==> src/include/calib_guard_pkg.sv <==
// shared constants and carriers for the calibration guard block
`default_nettype none
package calib_guard_pkg;
    localparam int SER_LEN = 8;
    localparam int PASS_LEN = 8;
    localparam logic [7:0] CHR_LA = 8'h61;
    localparam logic [7:0] CHR_LZ = 8'h7a;
    localparam logic [7:0] CHR_UA = 8'h41;
    localparam logic [7:0] CHR_UZ = 8'h5a;
    localparam logic [7:0] CHR_D0 = 8'h30;
    localparam logic [7:0] CHR_D9 = 8'h39;
    localparam logic [7:0] CASE_BIT = 8'h20;
    localparam logic [3:0] MAX_DIGITS = 4'h6;
    localparam logic [3:0] MAX_LEN = 4'h8;
    localparam logic [4:0] SLOT_BASE = 5'h0a;
    localparam logic [4:0] SLOT_LAST = 5'h0c;
    // error codes as positive magnitudes of the negative values
    localparam logic [8:0] ERR_NONE = 9'h000;
    localparam logic [8:0] ERR_PARAM = 9'h0dc;      // 220
    localparam logic [8:0] ERR_CONFLICT = 9'h0dd;   // 221
    localparam logic [8:0] ERR_PROTECTED = 9'h0cb;  // 203
    // fixed password, stored as text
    // char 0 sits in the low byte, as in every command text
    localparam logic [8*PASS_LEN-1:0] PASSWORD = 64'h0000_3031_3431_5856;
    localparam logic [3:0] PASS_CHARS = 4'h6;

    typedef enum logic [2:0] {
        OP_PROTECT_ENABLE  = 3'h0,
        OP_PROTECT_DISABLE = 3'h1,
        OP_STATE_QUERY     = 3'h2,
        OP_SERIAL_SET      = 3'h3,
        OP_SERIAL_QUERY    = 3'h4,
        OP_CALIBRATE       = 3'h5,
        OP_FILTER_RESTART  = 3'h6
    } op_t;

    typedef struct packed {
        op_t                     op;
        logic [3:0]              len;
        logic [8*SER_LEN-1:0]    text;   // char 0 in bits 7:0
    } cmd_t;

    typedef struct packed {
        logic                    err;
        logic [8:0]              code;
        logic                    has_int;
        logic [4:0]              value;
        logic                    has_text;
        logic [3:0]              len;
        logic [8*SER_LEN-1:0]    text;
    } rsp_t;
endpackage
`default_nettype wire
==> src/hdl/calib_guard_serial_store.sv <==
// command interpreter guarding calibration and storing the serial number
// ============================================================
// Summary of operation
// RULE_01 - a valid protect disable clears the enable state so later calibration is refused.
// RULE_02 - calibration without a prior valid enable is refused with an error.
// RULE_03 - a wrong password on enable or disable keeps the state and reports -221.
// RULE_04 - the state query answers 1 when enabled and 0 when disabled.
// RULE_05 - serial set writes storage and serial query returns the last stored text.
// RULE_06 - lower case letters are turned to upper case before storing.
// RULE_07 - a serial must be a letter, optional letter, up to six digits, else -220.
// RULE_08 - serial set while protection is in force is refused with -221.
// RULE_09 - the filter interval restarts on the command or on both scroll keys at the filter item.
// RULE_10 - the calibrating status bit is held while calibration runs.
// RULE_11 - calibration answers 0 on pass or 10 to 22 naming the failing slot.
// RULE_12 - after reset the enable state is cleared.
`default_nettype none
module calib_guard_serial_store (
    input  wire logic                  REF_CLK_I,
    input  wire logic                  RST_N_I,
    input  wire logic                  CMD_VALID_I,
    input  wire calib_guard_pkg::cmd_t CMD_I,
    output logic                       CMD_READY_O,
    output logic                       RSP_VALID_O,
    output calib_guard_pkg::rsp_t      RSP_O,
    output logic                       CAL_START_O,
    input  wire logic                  CAL_DONE_I,
    input  wire logic                  CAL_FAIL_I,
    input  wire logic [3:0]            CAL_SLOT_I,
    output logic                       CALIBRATING_O,
    output logic                       PROTECT_ENABLED_O,
    input  wire logic                  KEY_NEXT_I,
    input  wire logic                  KEY_PREV_I,
    input  wire logic                  FILTER_ITEM_SHOWN_I,
    output logic                       FILTER_RESTART_O,
    output logic                       NV_WRITE_O,
    output logic [8*calib_guard_pkg::SER_LEN-1:0] NV_DATA_O
);
    // ============================================================
    // helpers
    function automatic logic is_lower(input logic [7:0] c);
        return (c >= calib_guard_pkg::CHR_LA) && (c <= calib_guard_pkg::CHR_LZ);
    endfunction

    function automatic logic [7:0] to_upper(input logic [7:0] c);
        return is_lower(c) ? (c & ~calib_guard_pkg::CASE_BIT) : c;
    endfunction

    function automatic logic is_alpha(input logic [7:0] c);
        return (c >= calib_guard_pkg::CHR_UA) && (c <= calib_guard_pkg::CHR_UZ);
    endfunction

    function automatic logic is_digit(input logic [7:0] c);
        return (c >= calib_guard_pkg::CHR_D0) && (c <= calib_guard_pkg::CHR_D9);
    endfunction

    // ============================================================
    // pin synchronisers for the front-panel keys and display item
    logic [2:0] key_s1_reg;
    logic [2:0] key_s2_reg;
    logic       chord_prev_reg;
    logic       chord;

    always_ff @(posedge REF_CLK_I or negedge RST_N_I)
    begin
        if (!RST_N_I)
        begin
            key_s1_reg     <= 3'h0;
            key_s2_reg     <= 3'h0;
            chord_prev_reg <= 1'b0;
        end
        else
        begin
            key_s1_reg     <= {FILTER_ITEM_SHOWN_I, KEY_PREV_I, KEY_NEXT_I};
            key_s2_reg     <= key_s1_reg;
            chord_prev_reg <= chord;
        end
    end

    // one restart per press of the chord, not one per cycle held
    assign chord = &key_s2_reg; // RULE_09

    // ============================================================
    // serial text: upper-casing and format check
    logic [8*calib_guard_pkg::SER_LEN-1:0] up_text;
    logic                                  ser_ok;

    always_comb
    begin
        logic [3:0] digits;
        logic [3:0] start;
        digits = 4'h0;
        start  = 4'h1;
        for (int i = 0; i < calib_guard_pkg::SER_LEN; i++)
            up_text[8*i +: 8] = to_upper(CMD_I.text[8*i +: 8]); // RULE_06
        ser_ok = (CMD_I.len != 4'h0) && (CMD_I.len <= calib_guard_pkg::MAX_LEN)
                 && is_alpha(up_text[7:0]); // RULE_07
        if ((CMD_I.len > 4'h1) && is_alpha(up_text[15:8]))
            start = 4'h2;
        for (int i = 1; i < calib_guard_pkg::SER_LEN; i++)
        begin
            if ((4'(i) >= start) && (4'(i) < CMD_I.len))
            begin
                if (!is_digit(up_text[8*i +: 8]))
                    ser_ok = 1'b0;
                digits = digits + 4'h1;
            end
        end
        if (digits > calib_guard_pkg::MAX_DIGITS)
            ser_ok = 1'b0; // RULE_07
    end

    logic pass_ok;
    assign pass_ok = (CMD_I.len == calib_guard_pkg::PASS_CHARS)
                     && (CMD_I.text == calib_guard_pkg::PASSWORD);

    // ============================================================
    // command state machine
    typedef enum logic [1:0] {
        ST_IDLE = 2'b01,
        ST_CAL  = 2'b10
    } state_t;

    state_t                                state_reg, state_next;
    logic                                  enabled_reg, enabled_next;
    logic [8*calib_guard_pkg::SER_LEN-1:0] serial_reg, serial_next;
    logic [3:0]                            ser_len_reg, ser_len_next;
    logic                                  rsp_valid_reg, rsp_valid_next;
    calib_guard_pkg::rsp_t                 rsp_reg, rsp_next;
    logic                                  cal_start_reg, cal_start_next;
    logic                                  restart_reg, restart_next;
    logic                                  nv_wr_reg, nv_wr_next;

    assign CMD_READY_O = (state_reg == ST_IDLE);

    always_comb
    begin
        state_next     = state_reg;
        enabled_next   = enabled_reg;
        serial_next    = serial_reg;
        ser_len_next   = ser_len_reg;
        rsp_valid_next = 1'b0;
        rsp_next       = rsp_reg;
        cal_start_next = 1'b0;
        restart_next   = chord && !chord_prev_reg; // RULE_09
        nv_wr_next     = 1'b0;
        unique case (state_reg)
            ST_IDLE:
            begin
                if (CMD_VALID_I)
                begin
                    rsp_valid_next = 1'b1;
                    rsp_next       = '0;
                    unique case (CMD_I.op)
                        calib_guard_pkg::OP_PROTECT_ENABLE,
                        calib_guard_pkg::OP_PROTECT_DISABLE:
                        begin
                            if (pass_ok)
                                enabled_next = (CMD_I.op ==
                                    calib_guard_pkg::OP_PROTECT_ENABLE); // RULE_01
                            else
                            begin
                                rsp_next.err  = 1'b1; // RULE_03
                                rsp_next.code = calib_guard_pkg::ERR_CONFLICT;
                            end
                        end
                        calib_guard_pkg::OP_STATE_QUERY:
                        begin
                            rsp_next.has_int = 1'b1;
                            rsp_next.value   = {4'h0, enabled_reg}; // RULE_04
                        end
                        calib_guard_pkg::OP_SERIAL_SET:
                        begin
                            if (!enabled_reg)
                            begin
                                rsp_next.err  = 1'b1; // RULE_08
                                rsp_next.code = calib_guard_pkg::ERR_CONFLICT;
                            end
                            else if (!ser_ok)
                            begin
                                rsp_next.err  = 1'b1; // RULE_07
                                rsp_next.code = calib_guard_pkg::ERR_PARAM;
                            end
                            else
                            begin
                                serial_next  = up_text; // RULE_05
                                ser_len_next = CMD_I.len;
                                nv_wr_next   = 1'b1;
                            end
                        end
                        calib_guard_pkg::OP_SERIAL_QUERY:
                        begin
                            rsp_next.has_text = 1'b1; // RULE_05
                            rsp_next.len      = ser_len_reg;
                            rsp_next.text     = serial_reg;
                        end
                        calib_guard_pkg::OP_CALIBRATE:
                        begin
                            if (!enabled_reg)
                            begin
                                rsp_next.err  = 1'b1; // RULE_02
                                rsp_next.code = calib_guard_pkg::ERR_PROTECTED;
                            end
                            else
                            begin
                                rsp_valid_next = 1'b0;
                                cal_start_next = 1'b1;
                                state_next     = ST_CAL;
                            end
                        end
                        calib_guard_pkg::OP_FILTER_RESTART:
                            restart_next = 1'b1; // RULE_09
                        default:
                        begin
                            rsp_next.err  = 1'b1;
                            rsp_next.code = calib_guard_pkg::ERR_PARAM;
                        end
                    endcase
                end
            end
            ST_CAL:
            begin
                if (CAL_DONE_I)
                begin
                    rsp_valid_next   = 1'b1;
                    rsp_next         = '0;
                    rsp_next.has_int = 1'b1;
                    // slots past the last are clamped to the last code
                    if (CAL_FAIL_I)
                        rsp_next.value = calib_guard_pkg::SLOT_BASE +
                            ((5'(CAL_SLOT_I) > calib_guard_pkg::SLOT_LAST) ?
                             calib_guard_pkg::SLOT_LAST : 5'(CAL_SLOT_I)); // RULE_11
                    state_next = ST_IDLE;
                end
            end
            default:
                state_next = ST_IDLE;
        endcase
    end

    always_ff @(posedge REF_CLK_I or negedge RST_N_I)
    begin
        if (!RST_N_I)
        begin
            state_reg     <= ST_IDLE;
            enabled_reg   <= 1'b0; // RULE_12
            serial_reg    <= '0;
            ser_len_reg   <= 4'h0;
            rsp_valid_reg <= 1'b0;
            rsp_reg       <= '0;
            cal_start_reg <= 1'b0;
            restart_reg   <= 1'b0;
            nv_wr_reg     <= 1'b0;
        end
        else
        begin
            state_reg     <= state_next;
            enabled_reg   <= enabled_next;
            serial_reg    <= serial_next;
            ser_len_reg   <= ser_len_next;
            rsp_valid_reg <= rsp_valid_next;
            rsp_reg       <= rsp_next;
            cal_start_reg <= cal_start_next;
            restart_reg   <= restart_next;
            nv_wr_reg     <= nv_wr_next;
        end
    end

    assign RSP_VALID_O       = rsp_valid_reg;
    assign RSP_O             = rsp_reg;
    assign CAL_START_O       = cal_start_reg;
    assign CALIBRATING_O     = (state_reg == ST_CAL); // RULE_10
    assign PROTECT_ENABLED_O = enabled_reg;
    assign FILTER_RESTART_O  = restart_reg;
    assign NV_WRITE_O        = nv_wr_reg;
    assign NV_DATA_O         = serial_reg;
endmodule // calib_guard_serial_store
`default_nettype wire

==> config.mk <==
export PLATFORM = sky130hd
export DESIGN_NAME = calib_guard_serial_store
export DESIGN_NICKNAME = d
export VERILOG_FILES = /design/src/include/calib_guard_pkg.sv /design/src/hdl/calib_guard_serial_store.sv
export SDC_FILE = /design/constraint.sdc
export NUM_CORES = 1
export LEC_CHECK = 0
export BUFFER_PORTS_ARGS = -buffer_cell sky130_fd_sc_hd__buf_4
export CAP_MARGIN = 5
export CORE_MARGIN = 4
export CORE_UTILIZATION = 43
export DETAILED_ROUTE_END_ITERATION = 10
export PLACE_DENSITY = 0.75
export SYNTH_ARGS = -nofsm -noshare
export SYNTH_HDL_FRONTEND = slang
export SYNTH_SLANG_ARGS = --single-unit
==> constraint.sdc <==
create_clock -name REF_CLK_I -period 4.8 [get_ports REF_CLK_I]
set_input_delay 0.24 -clock REF_CLK_I [delete_from_list [all_inputs] [get_ports REF_CLK_I]]
set_output_delay 0.24 -clock REF_CLK_I [all_outputs]
set_load 0.1 [all_outputs]
==> results of run 1 <==
[worst register-to-register path: stages (launching register included)]
cell,delay (ps)
dfstp_2,540
ha_1,270
nand2_1,190
nor2_1,300
nand2_1,170
nor2_4,710
buf_4,500
a22o_1,220
[layout make-up]
class	instances	area (um^2)	area share
Sequential cell	161	4030	0.408
Timing Repair Buffer	260	1990	0.201
Inverter	22	82.6	0.00835
Tap cell	220	275	0.0278
Clock buffer	20	467	0.0472
Multi-Input combinational cell	371	2900	0.293
Clock inverter	12	149	0.0151
[stage by stage]
stage	TNS, ps	hold slack [ps]	util	worst slack [ps]	instances
2_1_floorplan	0	-55.6	-	51.6	593
3_3_place_gp	0	217	0.558	40.3	1029
3_5_place_dp	-6160	214	0.558	-116	1029
4_1_cts	0	53.6	0.598	297	1065
5_1_grt	0	50.8	0.598	13.1	1066
6_report	0	70.5	0.598	363	1066
[what timing repair did]
action                     in CTS  in global routing
hold buffers                    4                  0
setup endpoints to repair       0                 61
buffers inserted                0                  1
hold endpoints to repair       48                  0
[kinds of logic (layout without fill, tap and decap cells)]
logic type / after synthesis / in the layout / synth area share
compound gates: 148 / 148 / 0.158
buf+inv: 61 / 314 / 0.0430
simple gates: 133 / 133 / 0.105
other cells: 1 / 2 / 0.000520
mux: 67 / 67 / 0.104
xor+xnor: 10 / 10 / 0.0122
fa+ha+maj: 11 / 11 / 0.0187
flops: 161 / 161 / 0.559
[cells in the mapped netlist (3+ instances only)]
cell type and n:
a21o_1 3, a21oi_1 18, a22o_1 69, a32oi_1 3
and2_1 3, buf_2 5, buf_4 8, buf_6 6
clkbuf_1 19, dfrtp_1 160, ha_1 10, inv_1 22
mux2_2 61, mux2i_1 6, nand2_1 31, nand2b_1 5
nand3_1 10, nand3b_1 3, nand4_1 7, nor2_1 23
nor2b_1 8, nor3_1 5, nor3b_1 5, nor4_1 3
nor4bb_1 4, o211ai_1 4, o21ai_0 17, o22ai_1 3
o31ai_1 7, or2_2 4, or3_1 3, or4_1 7
xnor2_1 6, xor2_1 4
[routing by layer]
metal	routed length (um)	vias to the layer above
met5	0	-
met4	478	0
met3	1540	30
met2	9700	201
met1	9010	2881
li1	-	2676
[power by group through the flow]
stage	sequential [uW]	combinational (uW)	clock, uW
CTS	1430	980	1420
global placement	1460	971	0
detailed placement	1460	975	0
global route	1440	1030	1480
finish	1430	976	1400
floorplan	1750	423	0
[path summary, 6_finish.rpt]
path,start,to,cells past startpoint
min in group asynchronous,RST_N_I,PROTECT_ENABLED_O,2
max,CMD_I[10],NV_DATA_O[41],23
min reg2reg,key_s1_reg[1],key_s2_reg[1],0
max reg2reg,state_reg[0],RSP_O[16],7
max in group asynchronous,RST_N_I,NV_DATA_O[7],3
min,CMD_I[48],NV_DATA_O[48],2
==> results.md, run 1 <==
* Slew margin rel. at 0.337
* Total congestion overflow at 0
* Final Setup Violations at 0
* H-tree levels at 4
* Initial drt markers at 244
* Worst path slowest cell: or3_1
* PortBufs at 236
* Fill count at 1397
* Top cell family by delay on the critical path: compound AO/OA/AOI/OAI gates
* Post-synth EDFFs at 0
* Commonest non-fill, non-tap cells in the layout: buf_4 (253), dfrtp_1 (160), a22o_1 (69), mux2_2 (61), nand2_1 (30)
* Min Tclk post-route at 4440 ps
* Clock Latency Late Sink at 420 ps
* Outcome: completed
* Starting Density at 0.436
* Nets at 926
* Worst hold path type: primary input to flop
* Area contributors post-synth: dfrtp_1 (56%), mux2_2 (9.5%), a22o_1 (8.4%)
* Initial antenna violation count at 0
* Register bit total from synthesis at 161
* Clock network power share at 0.367
* Seq/Total Area, Yosys at 0.559
* M1 GR Usage at 0.296
* Lkg Pwr at 0.00503 uW
* RSZ-0062 raised after global routing: false
* Worst VDD drop at 0.000398 V
* CTS tree: built
* Most common cell after layout, fill and taps aside: buf_4
* Fin crit share at 0.924
* HPWL after DPL at 15200 um
* Combinational Power Share at 0.256
* Clock Sink Count at 161
* Drc violations at 0
* Fraction of layout cells with a size suffix above 1 at 0.430
* Pwr Total at 3810 uW
* Chip width at 137 um
* Pwr/cell area at 385 nW/um^2
* Largest net degree at the start of global routing at 85
* Crit. End Element: flop
* Sw Pwr at 1350 uW
* Root Buffer: clkbuf_16
* F_max at 225 MHz
* Via density at 5.43
* Critical path's largest stage delay at 390 ps
* R2R Setup Slk at 1850 ps
* Top_reg_cell synth: dfrtp_1
* Max reg flops at 79
* TritonCTS buffer count at 17
* Design area at 9890 um^2
* Worst Path Arrival at 4740 ps
* Pre-antenna DRT Iters at 4
* Worst slew pin tran at 994 ps
* Tot GR Track Use at 0.218
* Syn Std Cell Area at 7210 um^2
* Clock buffer depth at 2
* Layout Skew at 7.22 ps
* DIE AREA at 18900 um^2
* Synth warn at 0
* GP Congestion at 0.862
* Synth area leader: dfrtp_1
* Max-slew violations at 0
* Area grow syn2layout at 37.2%
* # rows at 47
* Post-Route WL at 20700 um
* Worst-path clk slew at 70 ps
* Post-route ant nets at 0
* Top cell type's share of synthesized area at 0.555
* First-pass GRT wire length at 32000 um
* Met3 GRT Util at 0.0588
* Endpoints failing hold at 0
* WP buf/inv at 5
* Antenna diode instance count at 0
* Switching share of power at 0.355
* Dpl cell area at 9230 um^2
* Post-CTS sizing at 0
* Setup Crit Path Kind: primary input to flop
* Syn avg cell area at 12.2 um^2
* Worst endpoint required time at 5100 ps
* Sequential power share at 0.377
* Cells after Synth at 592
* Busiest grt layer: met2
* Synth cell types at 64
* Via count at 5788
* Avg WL per Cell at 19.4 um
* Cell breakdown of the critical path: buf_4 > or3_1 > o221ai_1 > o21ai_0 > inv_1 > ha_1 > buf_4 > a221oi_1 > nand2_1 > o21ai_0 > o31ai_1 > ha_1 > a32oi_1 > nand2_1 > ha_1 > nand3b_1 > o32ai_1 > a31oi_1 > o2111ai_1 > nor4_4 > buf_4 > buf_12 > mux2_2
* Crit-path max FO at 35
* Crit start category: primary input
* # IOs at 239
* P_int at 2450 uW
* GRT met2 Usage at 0.338
* Vias in the first global route at 5739
* Core area at 16500 um^2
* Die Height at 137 um
* Post-synth ARST share at 1.00
* Maxcap violations at 0
Note: power is estimated with default switching activity, not from simulation.
==> run 2, diff against run 1 <==
--- a/config.mk
+++ b/config.mk
@@ -7,10 +7,11 @@
 export LEC_CHECK = 0
 export BUFFER_PORTS_ARGS = -buffer_cell sky130_fd_sc_hd__buf_4
 export CAP_MARGIN = 5
+export CORE_ASPECT_RATIO = 0.8
 export CORE_MARGIN = 4
-export CORE_UTILIZATION = 43
+export CORE_UTILIZATION = 50
 export DETAILED_ROUTE_END_ITERATION = 10
-export PLACE_DENSITY = 0.75
+export PLACE_DENSITY = 0.84
 export SYNTH_ARGS = -nofsm -noshare
 export SYNTH_HDL_FRONTEND = slang
 export SYNTH_SLANG_ARGS = --single-unit
==> run 2 against run 1 <==
Against the previous run: the run now ends with negative hold slack left; flip-flop and latch count unchanged; combinational power about the same; worst setup slack got worse by 200 ps; register-to-register slack got worse by 70 ps; first-iteration DRC count up 53%; sequential power about the same; total power shrank 0.65%; critical path depth unchanged.
==> results.md, run 2 (synthesis gave the netlist of run 1 again) <==
* Largest net degree at the start of global routing at 122 (+44%)
* CTS tree: built
* Worst slew pin tran at 1110 ps (+116 ps)
* Drc violations at 0 (unchanged)
* Min Tclk post-route at 4630 ps (+196 ps)
* H-tree levels at 4 (unchanged)
* Chip width at 142 um (+3.5%)
* Highest routed layer: met4
* Die Height at 115 um (-16%)
* Maxcap violations at 0 (unchanged)
* Total congestion overflow at 0 (unchanged)
* Endpoints failing hold at 27 (+27)
* Worst path slowest cell: or3_1
* Routed wl met3 at 2200 um (+42%)
* Tot GR Track Use at 0.265 (+0.0470)
* Layout Skew at 11.7 ps (+4.43 ps)
* Clock network power share at 0.362 (-0.005)
* Dpl cell area at 9110 um^2 (-1.2%)
* Fin util at 0.706 (+0.108)
* Post-route ant nets at 0 (unchanged)
* Dpl cells at 983 (-4.5%)
* Design area at 9770 um^2 (-1.2%)
* Post-Route WL at 22100 um (+6.7%)
* Pre-antenna DRT Iters at 5 (+1)
* F_max at 216 MHz (-4.2%)
* RSZ-0062 raised after global routing: false
* Crit. End Element: flop
* Clock buffer depth at 2 (unchanged)
* Reg2reg start: state_reg[0]
* HPWL after DPL at 15700 um (+3.6%)
* Core area at 13800 um^2 (-16%)
* Violated checks: negative hold slack
* Sw Pwr at 1340 uW (-0.85%)
* Critical path's largest stage delay at 380 ps (about the same)
* Max-slew violations at 0 (unchanged)
* Combinational Power Share at 0.258 (+0.002)
* Root Buffer: clkbuf_16
* Nets at 920 (-0.65%)
* Worst hold slack at -46.3 ps (-117 ps)
* Final non-filler cell total at 1020 (-4.3%)
* GP Congestion at 0.972 (+13%)
* Vias in the first global route at 6133 (+6.9%)
* Top cell family by delay on the critical path: compound AO/OA/AOI/OAI gates
* Max reg flops at 79 (unchanged)
* TritonCTS buffer count at 17 (unchanged)
* Worst endpoint required time at 5110 ps (about the same)
* Starting Density at 0.521 (+0.0848)
* Fin crit share at 0.965 (+0.0409)
* Lkg Pwr at 0.00500 uW (-0.63%)
* Pwr/cell area at 387 nW/um^2 (+0.52%)
* Setup Crit Path Kind: primary input to flop
* Worst-path clk slew at 60 ps (about the same)
* Cell breakdown of the critical path: buf_4 > or3_1 > o221ai_1 > o21ai_0 > buf_4 > ha_1 > inv_1 > maj3_1 > a21oi_1 > o21ai_0 > o31ai_1 > ha_1 > a32oi_1 > nand2_1 > ha_1 > nand3b_1 > o32ai_1 > a31oi_1 > o2111ai_1 > nor4_4 > buf_4 > clkbuf_16 > mux2_2
* Clock Sink Count at 161 (unchanged)
* Clock Latency Late Sink at 430 ps (about the same)
* Metal2 WL at 10300 um (+6.4%)
* Switching share of power at 0.354 (-0.000708)
* DIE AREA at 16400 um^2 (-13%)
* Commonest non-fill, non-tap cells in the layout: buf_4 (248), dfrtp_1 (160), a22o_1 (69), mux2_2 (61), nand2_1 (30)
* First-pass GRT wire length at 33700 um (+5.4%)
* Fill count at 968 (-31%)
* Worst hold path type: primary input to asynchronous set/reset pin
* Crit-path max FO at 34 (-2.9%)
* PortBufs at 236 (unchanged)
* Crit start category: primary input
* Initial antenna violation count at 0 (unchanged)
* Worst Path Arrival at 4940 ps (+200 ps)
* Final Setup Violations at 0 (unchanged)
* Slew margin rel. at 0.260 (-0.0772)
* Wire length on met1 at 9140 um (+1.4%)
* Most common cell after layout, fill and taps aside: buf_4
* Initial drt markers at 373 (+53%)
* Outcome: finished with violations
* P_int at 2440 uW (-0.54%)
* Via density at 5.90 (+8.7%)
* Worst VDD drop at 0.000693 V (+74%)
* Via count at 6020 (+4.0%)
* Antenna diode instance count at 0 (unchanged)
* Area grow syn2layout at 35.6%
* Avg WL per Cell at 21.7 um (+12%)
* Crit path launch: CMD_I[10]
* Fraction of layout cells with a size suffix above 1 at 0.426 (-0.00407)
* WP buf/inv at 5 (unchanged)
* Sequential power share at 0.380 (+0.003)
* # IOs at 239 (unchanged)
* # rows at 38 (-19%)
run 2: power by group through the flow:
stage | Combinational [uW] | Sequential (uW) | Clock (uW)
after floorplan | 423 | 1750 | 0
after CTS | 972 | 1440 | 1390
after global placement | 947 | 1460 | 0
after global routing | 1020 | 1440 | 1440
after detailed placement | 965 | 1460 | 0
final | 975 | 1440 | 1370
run 2: layout make-up:
cell class | instances | area, um^2 | share of cell area
Sequential cell | 161 | 4030 | 0.412
Clock inverter | 11 | 128 | 0.0131
Clock buffer | 21 | 470 | 0.0481
Inverter | 22 | 82.6 | 0.00845
Tap cell | 180 | 225 | 0.0230
Multi-Input combinational cell | 371 | 2890 | 0.296
Timing Repair Buffer | 254 | 1950 | 0.199
run 2: final timing paths:
check	end	slack, ps	cells after the start
setup / recovery	NV_DATA_O[24]	170	23
hold reg to reg	key_s2_reg[0]	350	0
setup reg to reg	RSP_O[46]	1780	7
min in group REF_CLK_I	NV_DATA_O[22]	70	2
max in group asynchronous	state_reg[0]	3650	2
hold / removal	RSP_O[59]	-50	1
run 2: what timing repair did:
action | CTS | global route
hold buffers | 3 | 0
gates resized for setup | 0 | 4
endpoints found under the setup margin | 0 | 61
buffers inserted | 0 | 1
endpoints found under the hold margin | 3 | 0
run 2: metrics by stage:
step / power (uW) / TNS [ps] / setup slack [ps]
2_1_floorplan: 2180 / 0 / 51.6
3_3_place_gp: 2410 / 0 / 10.0
3_5_place_dp: 2430 / -9630 / -174
4_1_cts: 3800 / 0 / 252
5_1_grt: 3900 / 0 / 3.86
6_report: 3780 / 0 / 166
run 2: per-layer routing:
metal | GRT usage | up-vias
met3 | 0.0815 | 44
li1 | - | 2653
met2 | 0.416 | 304
met1 | 0.355 | 3019
met5 | 0 | -
met4 | 0.0876 | 0
==> run 3, diff against run 2 <==
--- a/config.mk
+++ b/config.mk
@@ -10,7 +10,9 @@
 export CORE_ASPECT_RATIO = 0.8
 export CORE_MARGIN = 4
 export CORE_UTILIZATION = 50
+export CTS_CLUSTER_SIZE = 25
 export DETAILED_ROUTE_END_ITERATION = 10
+export GPL_ROUTABILITY_DRIVEN = 0
 export PLACE_DENSITY = 0.84
 export SYNTH_ARGS = -nofsm -noshare
 export SYNTH_HDL_FRONTEND = slang
==> constraint.sdc (replaced) <==
create_clock -name REF_CLK_I -period 4.5 [get_ports REF_CLK_I]
set_input_delay 0.225 -clock REF_CLK_I [delete_from_list [all_inputs] [get_ports REF_CLK_I]]
set_output_delay 0.225 -clock REF_CLK_I [all_outputs]
set_load 0.1 [all_outputs]
==> run 3 against run 2 <==
Against the previous run: the flow now finishes without violations; die area unchanged; clock skew rose by 3.6 ps; total power up 5.5%; global-route usage shrank 2.0 points; design area increased by 1.3%; sequential share of layout area decreased by 0.54 points; core utilization rose by 0.93 points; sequential power increased by 6%; critical endpoint is now NV_DATA_O[60]; highest routed layer unchanged.
==> results.md, run 3 (synthesis gave the netlist of run 1 again) <==
* R2R Setup Slk at 1590 ps (-190 ps)
* Clock network power share at 0.353 (-0.009)
* Drc violations at 0 (unchanged)
* Worst Hold Depth at 2
* Total congestion overflow at 0 (unchanged)
* Area of the multi-input gates at 2930 um^2 (+1.5%)
* PortBufs at 236 (unchanged)
* Worst endpoint required time at 4790 ps (-320 ps)
* Clock Sink Count at 161 (unchanged)
* Endpoints failing hold at 0 (-100%)
* Antenna diode instance count at 0 (unchanged)
* H-tree levels at 4 (unchanged)
* Initial drt markers at 324 (-13%)
* Outcome: completed
* Die Height at 115 um (unchanged)
* Reg area at 4030 um^2 (unchanged)
* Hold worst-path end: NV_DATA_O[24]
* Max-slew violations at 0 (unchanged)
* R2R depth at 7 (unchanged)
* Chip width at 142 um (unchanged)
* Hold path startpoint: CMD_I[24]
* Root Buffer: clkbuf_16
* Lkg Pwr at 0.00505 uW (+1.1%)
* Worst Path Arrival at 4630 ps (-310 ps)
* Sw Pwr at 1400 uW (+4.1%)
* Vias in the first global route at 6034 (-1.6%)
* Crit path launch: CMD_I[10]
* Slew margin rel. at 0.388 (+0.128)
* Most common cell after layout, fill and taps aside: buf_4
* Maxcap violations at 0 (unchanged)
* Core area at 13800 um^2 (unchanged)
* Starting Density at 0.521 (unchanged)
* Pwr/cell area at 403 nW/um^2 (+4.1%)
* Tot GR Track Use at 0.245 (-0.0196)
* CTS tree: built
* Sequential power share at 0.385 (+0.005)
* Combinational Power Share at 0.263 (+0.005)
* Dpl cell area at 9210 um^2 (+1.0%)
* Worst-path clk slew at 70 ps (about the same)
* Commonest non-fill, non-tap cells in the layout: buf_4 (254), dfrtp_1 (160), a22o_1 (69), mux2_2 (61), nand2_1 (30)
* Fin util at 0.716 (+0.00931)
* Setup Crit Path Kind: primary input to flop
* Max reg flops at 79 (unchanged)
* Nets at 930 (+1.1%)
* Area grow syn2layout at 37.4%
* Clock Latency Late Sink at 420 ps (about the same)
* Min Tclk post-route at 4330 ps
* Avg WL per Cell at 20.1 um (-7.2%)
* F_max at 231 MHz
* Initial antenna violation count at 0 (unchanged)
* Largest net degree at the start of global routing at 85 (-30%)
* Crit start category: primary input
* Reg2reg start: state_reg[0]
* First-pass GRT wire length at 31900 um (-5.4%)
* HPWL after DPL at 15000 um (-4.3%)
* P_int at 2590 uW (+6.3%)
* Worst slew pin tran at 918 ps (-192 ps)
* TritonCTS buffer count at 17 (unchanged)
* R2R Path End: RSP_O[45]
* Layout Skew at 15.2 ps (+3.55 ps)
* Final Setup Violations at 0 (unchanged)
* DIE AREA at 16400 um^2 (unchanged)
* Via density at 5.79 (-1.8%)
* Worst VDD drop at 0.000497 V (-28%)
* Fraction of layout cells with a size suffix above 1 at 0.437 (+0.0108)
* Post-Route WL at 20700 um (-6.4%)
* Via count at 5961 (-0.98%)
* Pre-antenna DRT Iters at 5 (unchanged)
* Fin crit share at 0.963
* Design area at 9900 um^2 (+1.3%)
* # rows at 38 (unchanged)
* # IOs at 239 (unchanged)
* Crit. End Element: flop
* Pwr Total at 3990 uW (+5.5%)
* Fill count at 980 (+1.2%)
* Crit-path max FO at 17 (-50%)
* Post-route ant nets at 0 (unchanged)
* Worst hold path type: primary input to flop
* Clock buffer depth at 2 (unchanged)
* Switching share of power at 0.350 (-0.00460)
## run 3: critical path, stage by stage
cell and delay [ps]:
buf_4 110, buf_4 130, a21oi_1 180, o221ai_2 150, o21ai_2 130, inv_2 90
ha_4 320, inv_1 60, maj3_1 350, a21oi_1 150, o21ai_0 90, o31ai_1 100
ha_2 330, a32oi_2 190, nand2_1 80, ha_1 320, nand3b_1 100, o32ai_1 80
a31oi_1 230, o2111ai_2 180, nor4_4 260, buf_6 190, clkbuf_16 200, mux2_2 340
## run 3: layout make-up
cell class | instances | share of cell area
Multi-Input combinational cell | 371 | 0.296
Tap cell | 180 | 0.0227
Clock buffer | 22 | 0.0469
Inverter | 22 | 0.00834
Clock inverter | 9 | 0.0109
Sequential cell | 161 | 0.407
Timing Repair Buffer | 264 | 0.208
## run 3: how the worst max path moves through the flow
stage               slack, ps  cells past startpoint             to
global placement          -20                     22  NV_DATA_O[42]
finish                    170                     24  NV_DATA_O[60]
detailed placement       -210                     22  NV_DATA_O[34]
CTS                       230                     20  NV_DATA_O[34]
global route              -70                     24  NV_DATA_O[60]
floorplan                  20                     23   NV_DATA_O[0]
## run 3: timing repair
| action | CTS | global route |
|---|---|---|
| buffers inserted | 0 | 2 |
| hold buffers | 4 | 0 |
| resized for setup | 0 | 5 |
| hold endpoints to repair | 67 | 0 |
| setup endpoints to repair | 0 | 61 |
## run 3: metrics by stage
step / setup WS (ps) / cells / TNS, ps / hold slack [ps]
after global routing: -74.7 / 1029 / -3080 / 46.3
after global placement: -24.7 / 990 / -1000 / 250
final: 167 / 1029 / 0 / 56.1
after CTS: 231 / 1025 / 0 / 41.4
after detailed placement: -207 / 990 / -11330 / 261
after floorplan: 22.9 / 593 / 0 / -70.6
## run 3: per-layer routing
metal  wire length (um)  up-vias  track usage
met3               1860       24       0.0711
li1                   -     2677            -
met4                263        0       0.0588
met5                  0        -            0
met1               8690     2993        0.328
met2               9880      267        0.401
## run 3: power by group through the flow
stage          combinational, uW  sequential (uW)  clock [uW]
6_report                    1050             1530        1410
3_5_place_dp                1030             1560           0
5_1_grt                     1100             1540        1480
3_3_place_gp                1010             1560           0
2_1_floorplan                455             1870           0
4_1_cts                     1040             1530        1420
